`config.mk`:
```
export PLATFORM = sky130hd
export DESIGN_NAME = eef_top
export DESIGN_NICKNAME = d
export VERILOG_FILES = /design/src/design/eef_pkg.sv /design/src/design/eef_top.sv /design/src/design/eef_op_timer.sv
export SDC_FILE = /design/constraint.sdc
export NUM_CORES = 1
export LEC_CHECK = 0
export BUFFER_PORTS_ARGS = -buffer_cell sky130_fd_sc_hd__buf_2
export CORE_MARGIN = 5
export CORE_UTILIZATION = 45
export CTS_BUF_LIST = sky130_fd_sc_hd__clkbuf_4 sky130_fd_sc_hd__clkbuf_8
export DETAILED_ROUTE_END_ITERATION = 16
export PLACE_DENSITY = 0.66
export RECOVER_POWER = 25
export SLEW_MARGIN = 10
export SYNTH_ARGS = -nofsm -noshare
export SYNTH_HDL_FRONTEND = slang
export SYNTH_SLANG_ARGS = --single-unit
```
`constraint.sdc`:
```
create_clock -name clk_i -period 14.5 [get_ports clk_i]
set_clock_uncertainty 0.1 [all_clocks]
set_input_delay 2.9 -clock clk_i [delete_from_list [all_inputs] [get_ports clk_i]]
set_output_delay 2.9 -clock clk_i [all_outputs]
set_load 0.1 [all_outputs]
```
`src/design/eef_pkg.sv`:
```
/*
   Constants for the emulated storage flash writer: register indices, field
   positions, reset values, key values, storage geometry and timing figures.
   Assumes a 125 MHz system clock and a 32-bit classic Wishbone register bus.
*/
package eef_pkg;

   // Register indices; the byte address on the bus is four times the index.
   localparam logic [7:0] IDX_KEY_ONE  = 8'hE0;
   localparam logic [7:0] IDX_KEY_TWO  = 8'hE1;
   localparam logic [7:0] IDX_OFF_LOW  = 8'hE2;
   localparam logic [7:0] IDX_OFF_HIGH = 8'hE3;
   localparam logic [7:0] IDX_CONTROL  = 8'hE4;
   localparam logic [7:0] IDX_WR_BYTE  = 8'hE8;
   localparam logic [7:0] IDX_STATUS   = 8'hF0;
   localparam int         BYTE_SHIFT   = 2;

   // Reset values.
   localparam logic [3:0] RST_KEY      = 4'h0;
   localparam logic [7:0] RST_OFF_LOW  = 8'hFF;
   localparam logic [3:0] RST_OFF_HIGH = 4'hF;
   localparam logic [3:0] RST_TIMING   = 4'h8;
   localparam logic [7:0] RST_WR_BYTE  = 8'h00;

   // Control register fields.
   localparam int CTL_RESERVED_ZERO_BIT = 6;
   localparam int CTL_ERASE_BIT         = 5;
   localparam int CTL_PROGRAM_BIT       = 4;

   // Status register fields.
   localparam int STS_BUSY_BIT    = 0;
   localparam int STS_ENABLED_BIT = 1;
   localparam int STS_REFUSED_BIT = 2;
   localparam int STS_ERASING_BIT = 3;

   // Key pair that opens program and erase.
   localparam logic [3:0] KEY_ONE_OPEN = 4'hA;
   localparam logic [3:0] KEY_TWO_OPEN = 4'h5;

   // Storage window: 3840 bytes, seven erasable 512-byte pages and a 256-byte tail.
   localparam logic [15:0] BASE_LARGE   = 16'hB000;
   localparam logic [15:0] BASE_SMALL   = 16'h7000;
   localparam logic [11:0] LAST_OFFSET  = 12'hEFF;
   localparam logic [3:0]  LAST_PAGE_HI = 4'hC;
   localparam logic [7:0]  PAGE_LOW     = 8'h00;
   localparam logic [7:0]  ERASED_BYTE  = 8'hFF;

   // Time per timing-code step. Code 8 gives 28 us per byte, 34 ms per page.
   localparam int CLK_PERIOD_NS      = 8;
   localparam int PROG_STEP_NS       = 3500;
   localparam int ERASE_STEP_NS      = 4250000;
   localparam int PROG_STEP_CYCLES   = PROG_STEP_NS / CLK_PERIOD_NS;
   localparam int ERASE_STEP_CYCLES  = ERASE_STEP_NS / CLK_PERIOD_NS;

   typedef enum logic [1:0] {
      ST_IDLE,
      ST_PROGRAM,
      ST_ERASE
   } eef_state_t;

endpackage

```
`src/design/eef_top.sv`:
```
/*
   Emulated byte storage writer: key registers, offset, data and control
   registers on a classic Wishbone slave, and a sequencer that drives the
   flash macro and stops the processor clock while an operation runs.
   Assumes the flash macro acts on the request levels it is given and that
   the register bus keeps running on clk_i while the processor clock is off.
*/
`timescale 1ns/100ps

// What this block does
// - Storage window 3840 bytes at fixed base
// - Enabled only for key pair 1010 and 0101
// - Key registers: four write-only bits, reset zero
// - Twelve-bit offset, readable, resets to all ones
// - Erase bit starts a 512-byte page erase
// - Program bit writes data byte at offset
// - Write-only timing code sets duration, reset 08h
// - Write-only data byte register, resets zero
// - Processor clock stopped while operation runs
// - Erase fills selected valid page with FFh
module eef_top #(
   parameter logic       LARGE_VARIANT     = 1'b1,
   parameter int         ADR_W             = 12,
   parameter int         PROG_STEP_CYCLES  = eef_pkg::PROG_STEP_CYCLES,
   parameter int         ERASE_STEP_CYCLES = eef_pkg::ERASE_STEP_CYCLES
) (
   input  wire logic             clk_i,
   input  wire logic             rst_i,
   input  wire logic             wb_cyc_i,
   input  wire logic             wb_stb_i,
   input  wire logic             wb_we_i,
   input  wire logic [ADR_W-1:0] wb_adr_i,
   input  wire logic [3:0]       wb_sel_i,
   input  wire logic [31:0]      wb_dat_i,
   output logic      [31:0]      wb_dat_o,
   output logic                  wb_ack_o,
   output logic                  cpu_clk_run_o,
   output logic                  flash_prog_o,
   output logic                  flash_erase_o,
   output logic      [15:0]      flash_addr_o,
   output logic      [7:0]       flash_wdata_o,
   output logic                  busy_o
);
   localparam logic [15:0] BASE = LARGE_VARIANT ? eef_pkg::BASE_LARGE : eef_pkg::BASE_SMALL;

   logic [3:0]  key_nibble_one_reg;
   logic [3:0]  key_nibble_two_reg;
   logic [7:0]  offset_low_reg;
   logic [3:0]  offset_high_reg;
   logic [3:0]  operation_timing_code_reg;
   logic [7:0]  program_byte_value_reg;
   logic        refused_reg;
   logic        refused_next;
   logic [3:0]  timing_code_next;
   eef_pkg::eef_state_t state_reg;

   logic        access;
   logic        wr_stb;
   logic        enabled;
   logic [11:0] storage_offset;
   logic        sel_key_one;
   logic        sel_key_two;
   logic        sel_off_low;
   logic        sel_off_high;
   logic        sel_control;
   logic        sel_wr_byte;
   logic        sel_status;
   logic        ctl_write;
   logic        erase_req;
   logic        prog_req;
   logic        page_ok;
   logic        byte_ok;
   logic        start_erase;
   logic        start_prog;
   logic [31:0] steps;
   logic [31:0] load_count;
   logic        op_done;
   logic [31:0] rd_data;

   assign access = wb_cyc_i && wb_stb_i && !wb_ack_o;
   assign wr_stb = access && wb_we_i && wb_sel_i[0];

   // Registers sit on word boundaries; an address with its low bits set hits nothing.
   function automatic logic hit(input logic [ADR_W-1:0] a, input logic [7:0] idx);
      hit = (a == ADR_W'({idx, 2'b00}));
   endfunction

   // One decoder feeds the write strobes and the read mux, so they cannot disagree.
   always_comb begin
      sel_key_one  = 1'b0;
      sel_key_two  = 1'b0;
      sel_off_low  = 1'b0;
      sel_off_high = 1'b0;
      sel_control  = 1'b0;
      sel_wr_byte  = 1'b0;
      sel_status   = 1'b0;
      if (hit(wb_adr_i, eef_pkg::IDX_KEY_ONE)) begin
         sel_key_one = 1'b1;
      end else if (hit(wb_adr_i, eef_pkg::IDX_KEY_TWO)) begin
         sel_key_two = 1'b1;
      end else if (hit(wb_adr_i, eef_pkg::IDX_OFF_LOW)) begin
         sel_off_low = 1'b1;
      end else if (hit(wb_adr_i, eef_pkg::IDX_OFF_HIGH)) begin
         sel_off_high = 1'b1;
      end else if (hit(wb_adr_i, eef_pkg::IDX_CONTROL)) begin
         sel_control = 1'b1;
      end else if (hit(wb_adr_i, eef_pkg::IDX_WR_BYTE)) begin
         sel_wr_byte = 1'b1;
      end else if (hit(wb_adr_i, eef_pkg::IDX_STATUS)) begin
         sel_status = 1'b1;
      end
   end

   assign enabled        = (key_nibble_one_reg == eef_pkg::KEY_ONE_OPEN) &&
                           (key_nibble_two_reg == eef_pkg::KEY_TWO_OPEN);
   assign storage_offset = {offset_high_reg, offset_low_reg};

   // A request rides on the control write; its timing code comes with it.
   assign ctl_write = wr_stb && sel_control;
   assign erase_req = ctl_write && wb_dat_i[eef_pkg::CTL_ERASE_BIT]
                      && !wb_dat_i[eef_pkg::CTL_RESERVED_ZERO_BIT];
   assign prog_req  = ctl_write && wb_dat_i[eef_pkg::CTL_PROGRAM_BIT]
                      && !wb_dat_i[eef_pkg::CTL_RESERVED_ZERO_BIT];

   // Only the seven page starts inside the window may be erased.
   // An odd or out-of-range page start is refused rather than rounded down.
   assign page_ok = (offset_low_reg == eef_pkg::PAGE_LOW) && !offset_high_reg[0]
                    && (offset_high_reg <= eef_pkg::LAST_PAGE_HI);
   assign byte_ok = (storage_offset <= eef_pkg::LAST_OFFSET);

   // Erase wins when both request bits are written together.
   assign start_erase = erase_req && enabled && page_ok
                        && (state_reg == eef_pkg::ST_IDLE);
   assign start_prog  = prog_req && !erase_req && enabled && byte_ok
                        && (state_reg == eef_pkg::ST_IDLE);

   // The code that times an operation is the one written with its start bit,
   // so the register's next value is used rather than its old contents.
   assign timing_code_next = (ctl_write && state_reg == eef_pkg::ST_IDLE)
                             ? wb_dat_i[3:0] : operation_timing_code_reg;

   // Code 0 would give no time at all, so it counts as one step.
   assign steps      = (timing_code_next == 4'h0) ? 32'h1 : {28'h0, timing_code_next};
   assign load_count = erase_req ? 32'(steps * ERASE_STEP_CYCLES)
                                 : 32'(steps * PROG_STEP_CYCLES);

   eef_op_timer #(
      .CNT_W (32)
   ) u_timer (
      .clk_i   (clk_i),
      .rst_i   (rst_i),
      .start_i (start_erase || start_prog),
      .load_i  (load_count),
      .done_o  (op_done)
   );

   // Key registers hold only their low nibble and start closed.
   always_ff @(posedge clk_i) begin
      if (rst_i) begin
         key_nibble_one_reg <= eef_pkg::RST_KEY;
         key_nibble_two_reg <= eef_pkg::RST_KEY;
      end else begin
         if (wr_stb && sel_key_one) begin
            key_nibble_one_reg <= wb_dat_i[3:0];
         end
         if (wr_stb && sel_key_two) begin
            key_nibble_two_reg <= wb_dat_i[3:0];
         end
      end
   end

   // Offset and data are frozen during an operation so the macro sees stable values.
   always_ff @(posedge clk_i) begin
      if (rst_i) begin
         offset_low_reg         <= eef_pkg::RST_OFF_LOW;
         offset_high_reg        <= eef_pkg::RST_OFF_HIGH;
         program_byte_value_reg <= eef_pkg::RST_WR_BYTE;
      end else if (state_reg == eef_pkg::ST_IDLE) begin
         if (wr_stb && sel_off_low) begin
            offset_low_reg <= wb_dat_i[7:0];
         end
         if (wr_stb && sel_off_high) begin
            offset_high_reg <= wb_dat_i[3:0];
         end
         if (wr_stb && sel_wr_byte) begin
            program_byte_value_reg <= wb_dat_i[7:0];
         end
      end
   end

   always_ff @(posedge clk_i) begin
      if (rst_i) begin
         operation_timing_code_reg <= eef_pkg::RST_TIMING;
      end else begin
         operation_timing_code_reg <= timing_code_next;
      end
   end

   // Sticky flag for a request that was dropped; a new refusal beats the clear.
   always_comb begin
      refused_next = refused_reg;
      if (wr_stb && sel_status
          && wb_dat_i[eef_pkg::STS_REFUSED_BIT]) begin
         refused_next = 1'b0;
      end
      if ((erase_req || prog_req) && !start_erase && !start_prog) begin
         refused_next = 1'b1;
      end
   end

   always_ff @(posedge clk_i) begin
      if (rst_i) begin
         refused_reg <= 1'b0;
      end else begin
         refused_reg <= refused_next;
      end
   end

   // Sequencer: the processor clock stays off for the whole operation.
   // A reset cuts an operation short and cannot resume it; the page may be half done.
   always_ff @(posedge clk_i) begin
      if (rst_i) begin
         state_reg     <= eef_pkg::ST_IDLE;
         cpu_clk_run_o <= 1'b1;
         flash_prog_o  <= 1'b0;
         flash_erase_o <= 1'b0;
         flash_addr_o  <= '0;
         flash_wdata_o <= eef_pkg::ERASED_BYTE;
         busy_o        <= 1'b0;
      end else begin
         case (state_reg)
            eef_pkg::ST_IDLE: begin
               if (start_erase) begin
                  state_reg     <= eef_pkg::ST_ERASE;
                  flash_erase_o <= 1'b1;
                  flash_addr_o  <= BASE + {4'h0, storage_offset};
                  flash_wdata_o <= eef_pkg::ERASED_BYTE;
                  cpu_clk_run_o <= 1'b0;
                  busy_o        <= 1'b1;
               end else if (start_prog) begin
                  state_reg     <= eef_pkg::ST_PROGRAM;
                  flash_prog_o  <= 1'b1;
                  flash_addr_o  <= BASE + {4'h0, storage_offset};
                  flash_wdata_o <= program_byte_value_reg;
                  cpu_clk_run_o <= 1'b0;
                  busy_o        <= 1'b1;
               end
            end
            eef_pkg::ST_PROGRAM,
            eef_pkg::ST_ERASE: begin
               if (op_done) begin
                  state_reg     <= eef_pkg::ST_IDLE;
                  flash_prog_o  <= 1'b0;
                  flash_erase_o <= 1'b0;
                  cpu_clk_run_o <= 1'b1;
                  busy_o        <= 1'b0;
               end
            end
            default: begin
               state_reg <= eef_pkg::ST_IDLE;
            end
         endcase
      end
   end

   // Write-only registers and unmapped addresses read as zero.
   always_comb begin
      rd_data = 32'h0;
      if (sel_off_low) begin
         rd_data = {24'h0, offset_low_reg};
      end else if (sel_off_high) begin
         rd_data = {28'h0, offset_high_reg};
      end else if (sel_status) begin
         rd_data[eef_pkg::STS_BUSY_BIT]    = busy_o;
         rd_data[eef_pkg::STS_ENABLED_BIT] = enabled;
         rd_data[eef_pkg::STS_REFUSED_BIT] = refused_reg;
         rd_data[eef_pkg::STS_ERASING_BIT] = flash_erase_o;
      end
   end

   // Every access is acknowledged one cycle after it is taken, even while busy.
   always_ff @(posedge clk_i) begin
      if (rst_i) begin
         wb_ack_o <= 1'b0;
      end else begin
         wb_ack_o <= access;
      end
   end

   // Read data stands only in the acknowledge cycle and is zero at all other times.
   always_ff @(posedge clk_i) begin
      if (rst_i) begin
         wb_dat_o <= 32'h0;
      end else begin
         wb_dat_o <= access ? rd_data : 32'h0;
      end
   end
endmodule // eef_top

```
`src/design/eef_op_timer.sv`:
```
/*
   Down-counter that measures the length of one program or erase operation.
   Assumes start_i is a one-cycle pulse and load_i is at least one.
*/
`timescale 1ns/100ps
module eef_op_timer #(
   parameter int CNT_W = 32
) (
   input  wire logic             clk_i,
   input  wire logic             rst_i,
   input  wire logic             start_i,
   input  wire logic [CNT_W-1:0] load_i,
   output logic                  done_o
);
   logic [CNT_W-1:0] count_reg;
   logic             running_reg;

   always_ff @(posedge clk_i) begin
      if (rst_i) begin
         count_reg   <= '0;
         running_reg <= 1'b0;
         done_o      <= 1'b0;
      end else begin
         done_o <= 1'b0;
         if (start_i) begin
            count_reg   <= load_i - CNT_W'(1);
            running_reg <= 1'b1;
         end else if (running_reg) begin
            if (count_reg == '0) begin
               running_reg <= 1'b0;
               done_o      <= 1'b1;
            end else begin
               count_reg <= count_reg - CNT_W'(1);
            end
         end
      end
   end
endmodule // eef_op_timer

```
==> impl_metrics.yaml, run 1 <==
outcome:
  status: "completed"
placed_design:
  dp_hpwl_mm: 13.4
  placed_cells: 1066
  gp_congestion: 0.885
  portBuffers: 61
layout:
  insertedDiodeCount: 0
  nNetsFinal: 974
  syn_to_final_growth_pct: 7.13
  drive_gt1_share_pct: 8.28
  largest_reg_flops: 32
  fin_cells: 1082
clocking:
  post_cts_buffers: 0
  cts_root_buf: "clkbuf_8"
  cts_tree: "yes"
  path_clk_slew_ps: 100
  clk_path_buf_depth: 2
  htree_num_levels: 3
  numCtsBuffers: 9
  clkLatencyLatePin_ps: 380
  cts_sinks: 103
  cts_hold_buf: 0
  cts_resized: 0
global_routing:
  grtUsageMet3_pct: 3.36
  gr-usage-met2_pct: 31.6
  antenna_found_initial: 0
  grtUsageTotal_pct: 19.7
  grt-ovfl-total: 0
  top_usage_layer: "met2"
  grt_max_degree: 88
  gr-usage-met1_pct: 28.2
  grt_first_pass_wirelength_mm: 29.4
  first_global_vias: 5814
critical_path:
  worstPathRequired_ps: 14690
  critPathArrivalTime_ps: 8710
  r2r_slack_ps: 7700
  crit_path_end_kind: "flip-flop"
  critPathKind: "input pin to flip-flop"
  start_kind: "input pin"
  crit_start: "wb_cyc_i"
  critPathMaxFanout: 7
  r2r-start: "state_reg[0]"
yosys:
  yosysSeqAreaShare_pct: 30.0
  ys_types: 81
  synth_commonest_cells: "dfxtp_1, nor2_1, nand2_1"
  syn_inst: 860
  synth_area_um2: 6880
  synth_seq_cells: 103
  yosysWarnings: 0
  ys_top_cells_by_area: "dfxtp_1, ha_1, nor2_1"
  yosysMostFrequentCell: "dfxtp_1"
  avgSynthCellArea_um2: 8.00
  synth.largest_area_cell: "dfxtp_1"
  synth_top_area_share_pct: 30.0
  ys.flop_type: "dfxtp_1"
  synth_edf_count: 0
  async_flop_share_pct: 0
sta:
  fmax_mhz: 117
  slew_headroom_pct: 21.4
  post-route-period-util_pct: 58.8
  finalSetupTns_ps: 0
  hold_viol_final: 0
  post-route-min-period_ps: 8520
  finalSetupViolations: 0
  worst_slew_pin_slew_ps: 1180
  maxSlewViolCount: 0
  grt_setup_unrepaired: "no"
power:
  leakage_nw: 2.89
  ir_drop_uv: 56.2
  power_density_nw_per_um2: 72.1
worst_hold_path:
  hold_path.class: "flip-flop to flip-flop"
  hold_start: "flash_addr_o[3]"
detailed_routing:
  ant_nets: 0
  first_pass_iters: 5
  vias: 6361
  drc_errors: 0
  vias_per_cell: 5.88
  wl_per_cell_um: 16.7
  routed_wl_mm: 18.1
  drtIter0Drc: 406
floorplanning:
  die_h_um: 134
  core_area_um2: 15100
  rows: 45
  dieArea_um2: 17900
  initial_core_util_pct: 45.6
  chipWidth_um: 134
  ios: 114
job:
  drv_cap: 0
[layout by cell type (no fill, tap or decap), types with 19 or more instances in the layout]
cell      instances
mux2i_1          26
xor2_1           20
buf_2            28
nand2_1          76
o21ai_0          22
nor3_1           31
nor2_1           88
a211oi_1         20
dfxtp_1         103
xnor2_1          30
conb_1           25
ha_1             28
nand3_1          40
a21oi_1          58
inv_1            19
clkbuf_1         33
[final timing paths]
check                                to  cells after the start
setup / recovery  u_timer.count_reg[26]                     20
hold / removal          flash_addr_o[3]                      2
setup reg to reg  u_timer.count_reg[26]                     21
hold reg to reg         flash_addr_o[3]                      2
[layer usage]
layer / part of all wire [%] / wire (um)
met1: 48 / 8750
met2: 46 / 8360
met3: 4.7 / 848
met4: 0.90 / 163
met5: 0 / 0
[critical path, cell delays in order]
cell and delay, ps:
buf_2 80, nand2_1 110, nor3_1 640, nand3_1 290
mux2i_1 300, ha_1 300, nor3_1 330, nand3_1 170
and2_1 280, nor2b_1 170, ha_1 270, fa_1 450
and3_1 240, o22ai_1 260, o21bai_1 140, xnor2_1 450
a21oi_1 200, nor3_1 560, nand4_4 250, a221oi_1 310
[cells by family after synthesis]
family          Yosys count  synth area share (%)
xor+xnor                 50                  6.36
flops                   103                  30.0
other cells               1                0.0545
fa+ha+maj                32                  6.25
compound gates          188                  18.6
mux                      27                  3.95
buf+inv                  93                  6.58
simple gates            366                  28.2
[layout make-up]
cell class / count / area [um^2]
Fill cell: 1516 / 7720
Multi-Input combinational cell: 688 / 4460
Sequential cell: 103 / 2060
Timing Repair Buffer: 68 / 317
Tap cell: 188 / 235
Clock buffer: 10 / 131
Clock inverter: 6 / 91.3
Inverter: 19 / 71.3
[metrics by stage]
stage / utilization [%] / hold slack (ps) / setup slack (ps) / total power [mW] / area, um^2
global placement: 47.7 / 340 / 5700 / 0.336 / 7190
floorplan: - / 332 / 6690 / 0.333 / 6970
global route: 48.9 / 381 / 5500 / 0.548 / 7370
detailed placement: 47.7 / 344 / 5680 / 0.336 / 7190
CTS: 49.1 / 359 / 6090 / 0.536 / 7410
finish: 48.9 / 359 / 5980 / 0.532 / 7370
[power by group]
group / internal, mW / switching (mW) / leakage (nW)
Combinational: 0.00503 / 0.0417 / 1.94
Sequential: 0.283 / 0.0000881 / 0.830
Clock: 0.101 / 0.101 / 0.115
Note: power is estimated with default switching activity, not from simulation.
==> inputs of run 2 (changes only) <==
- clock period: 14.5 -> 8.05 ns (I/O delays scaled with it)
==> run 2 against run 1 <==
Power is 74% higher. Routed wire length fell by 0.91%. Critical path depth is 1 higher. First-iteration DRC count is 3.2% lower.
==> impl_metrics.yaml, run 2 (synthesis gave the netlist of run 1 again) <==
floorplanning:
  die_h_um: 134
  dieArea_um2: 17900
  core_area_um2: 15100
  ios: 114
  rows: 45
  chipWidth_um: 134
  initial_core_util_pct: 45.6
global_routing:
  gr-usage-met1_pct: 28.5
  first_global_vias: 5723
  top_usage_layer: "met2"
  grtUsageTotal_pct: 19.8
  grtUsageMet3_pct: 3.44
  antenna_found_initial: 0
  gr-usage-met2_pct: 31.5
  grt-ovfl-total: 0
  grt_first_pass_wirelength_mm: 29.4
  grt_max_degree: 88
detailed_routing:
  vias: 6197
  vias_per_cell: 5.72
  ant_nets: 0
  wl_per_cell_um: 16.6
  first_pass_iters: 5
  drc_errors: 0
  drtIter0Drc: 393
  routed_wl_mm: 18.0
clocking:
  numCtsBuffers: 9
  cts_hold_buf: 0
  clkLatencyLatePin_ps: 380
  post_cts_buffers: 0
  clk_path_buf_depth: 2
  cts_sinks: 103
  cts_resized: 0
  path_clk_slew_ps: 100
  cts_tree: "yes"
  htree_num_levels: 3
  cts_root_buf: "clkbuf_8"
sta:
  postLayoutSetupSlackWorst_ps: 1120
  finalSetupViolations: 0
  grt_setup_unrepaired: "no"
  hold_viol_final: 0
  finalSetupTns_ps: 0
  maxSlewViolCount: 0
  fmax_mhz: 144
  worst_slew_pin_slew_ps: 1200
  post-route-period-util_pct: 86.1
  slew_headroom_pct: 20.3
  post-route-min-period_ps: 6930
placed_design:
  pre_cts_slack_ps: 795
  gp_congestion: 0.868
  postPlaceCellArea_um2: 7210
  dp_hpwl_mm: 13.5
  portBuffers: 61
layout:
  multi_input_area_um2: 4460
  nNetsFinal: 976
  ff_latch_area_um2: 2060
  final_cell_mix: "dfxtp_1, nor2_1, nand2_1"
  insertedDiodeCount: 0
  finalInstanceArea_um2: 7360
  largest_reg_flops: 32
  drive_gt1_share_pct: 8.48
  final_common_cell: "dfxtp_1"
  syn_to_final_growth_pct: 7.02
  fillCellCount: 1509
worst_hold_path:
  hold_path.class: "flip-flop to flip-flop"
critical_path:
  critPathMaxFanout: 14
  worstPathRequired_ps: 8240
  critPathArrivalTime_ps: 7120
  start_kind: "input pin"
  crit_path_end_kind: "flip-flop"
  critPathKind: "input pin to flip-flop"
power:
  totalPowerFinal_uw: 924
  leakage_nw: 2.88
  power_density_nw_per_um2: 125
  ir_drop_uv: 82.5
job:
  drv_cap: 0
outcome:
  status: "completed"
==> run 2: layout make-up <==
class | instances | area share [%]
sequential | 103 | 28.0
timing repair buffer | 70 | 4.50
multi-input combinational | 688 | 60.6
clock inverter | 6 | 0.934
inverter | 19 | 0.968
clock buffer | 10 | 1.78
tap | 188 | 3.19
==> run 2: routing by layer <==
layer | vias to the layer above | share of wire [%] | wire [um]
met5 | - | 0 | 0
met4 | 0 | 0.70 | 125
met3 | 9 | 4.7 | 843
met2 | 151 | 46 | 8280
met1 | 2896 | 48 | 8710
li1 | 3141 | - | -
==> run 2: where the power goes <==
group          total, mW  switching, mW  internal [mW]
clock network      0.331          0.182          0.149
registers          0.509       0.000169          0.509
logic             0.0839         0.0747        0.00922
==> run 2: path summary, 6_finish.rpt <==
path              slack, ps               endpoint  cells past startpoint            start
setup / recovery       1120  u_timer.count_reg[29]                     21      wb_adr_i[2]
hold / removal          360        flash_addr_o[9]                      2  flash_addr_o[9]
setup reg to reg       1950  u_timer.count_reg[29]                     23     state_reg[0]
hold reg to reg         360        flash_addr_o[9]                      2  flash_addr_o[9]
==> run 2: critical path, stage by stage <==
cell and delay (ps):
buf_2 200, nor4_4 380, and4_1 420, nand3_1 130
and2_1 250, ha_1 280, nor3_1 330, nand3_1 160
and2_1 240, nor2b_1 170, ha_1 260, fa_1 450
and3_1 240, o22ai_1 270, o21bai_1 150, xnor2_1 200
buf_4 180, a21oi_1 100, nor3_1 570, nand4_4 240
a221oi_1 300
==> run 2: stage by stage <==
stage	hold slack, ps	utilization, %	std cells
after floorplan	332	-	884
after global placement	340	47.8	1068
after detailed placement	345	47.8	1068
after CTS	360	49.1	1084
after global routing	383	48.8	1084
final	360	48.8	1084
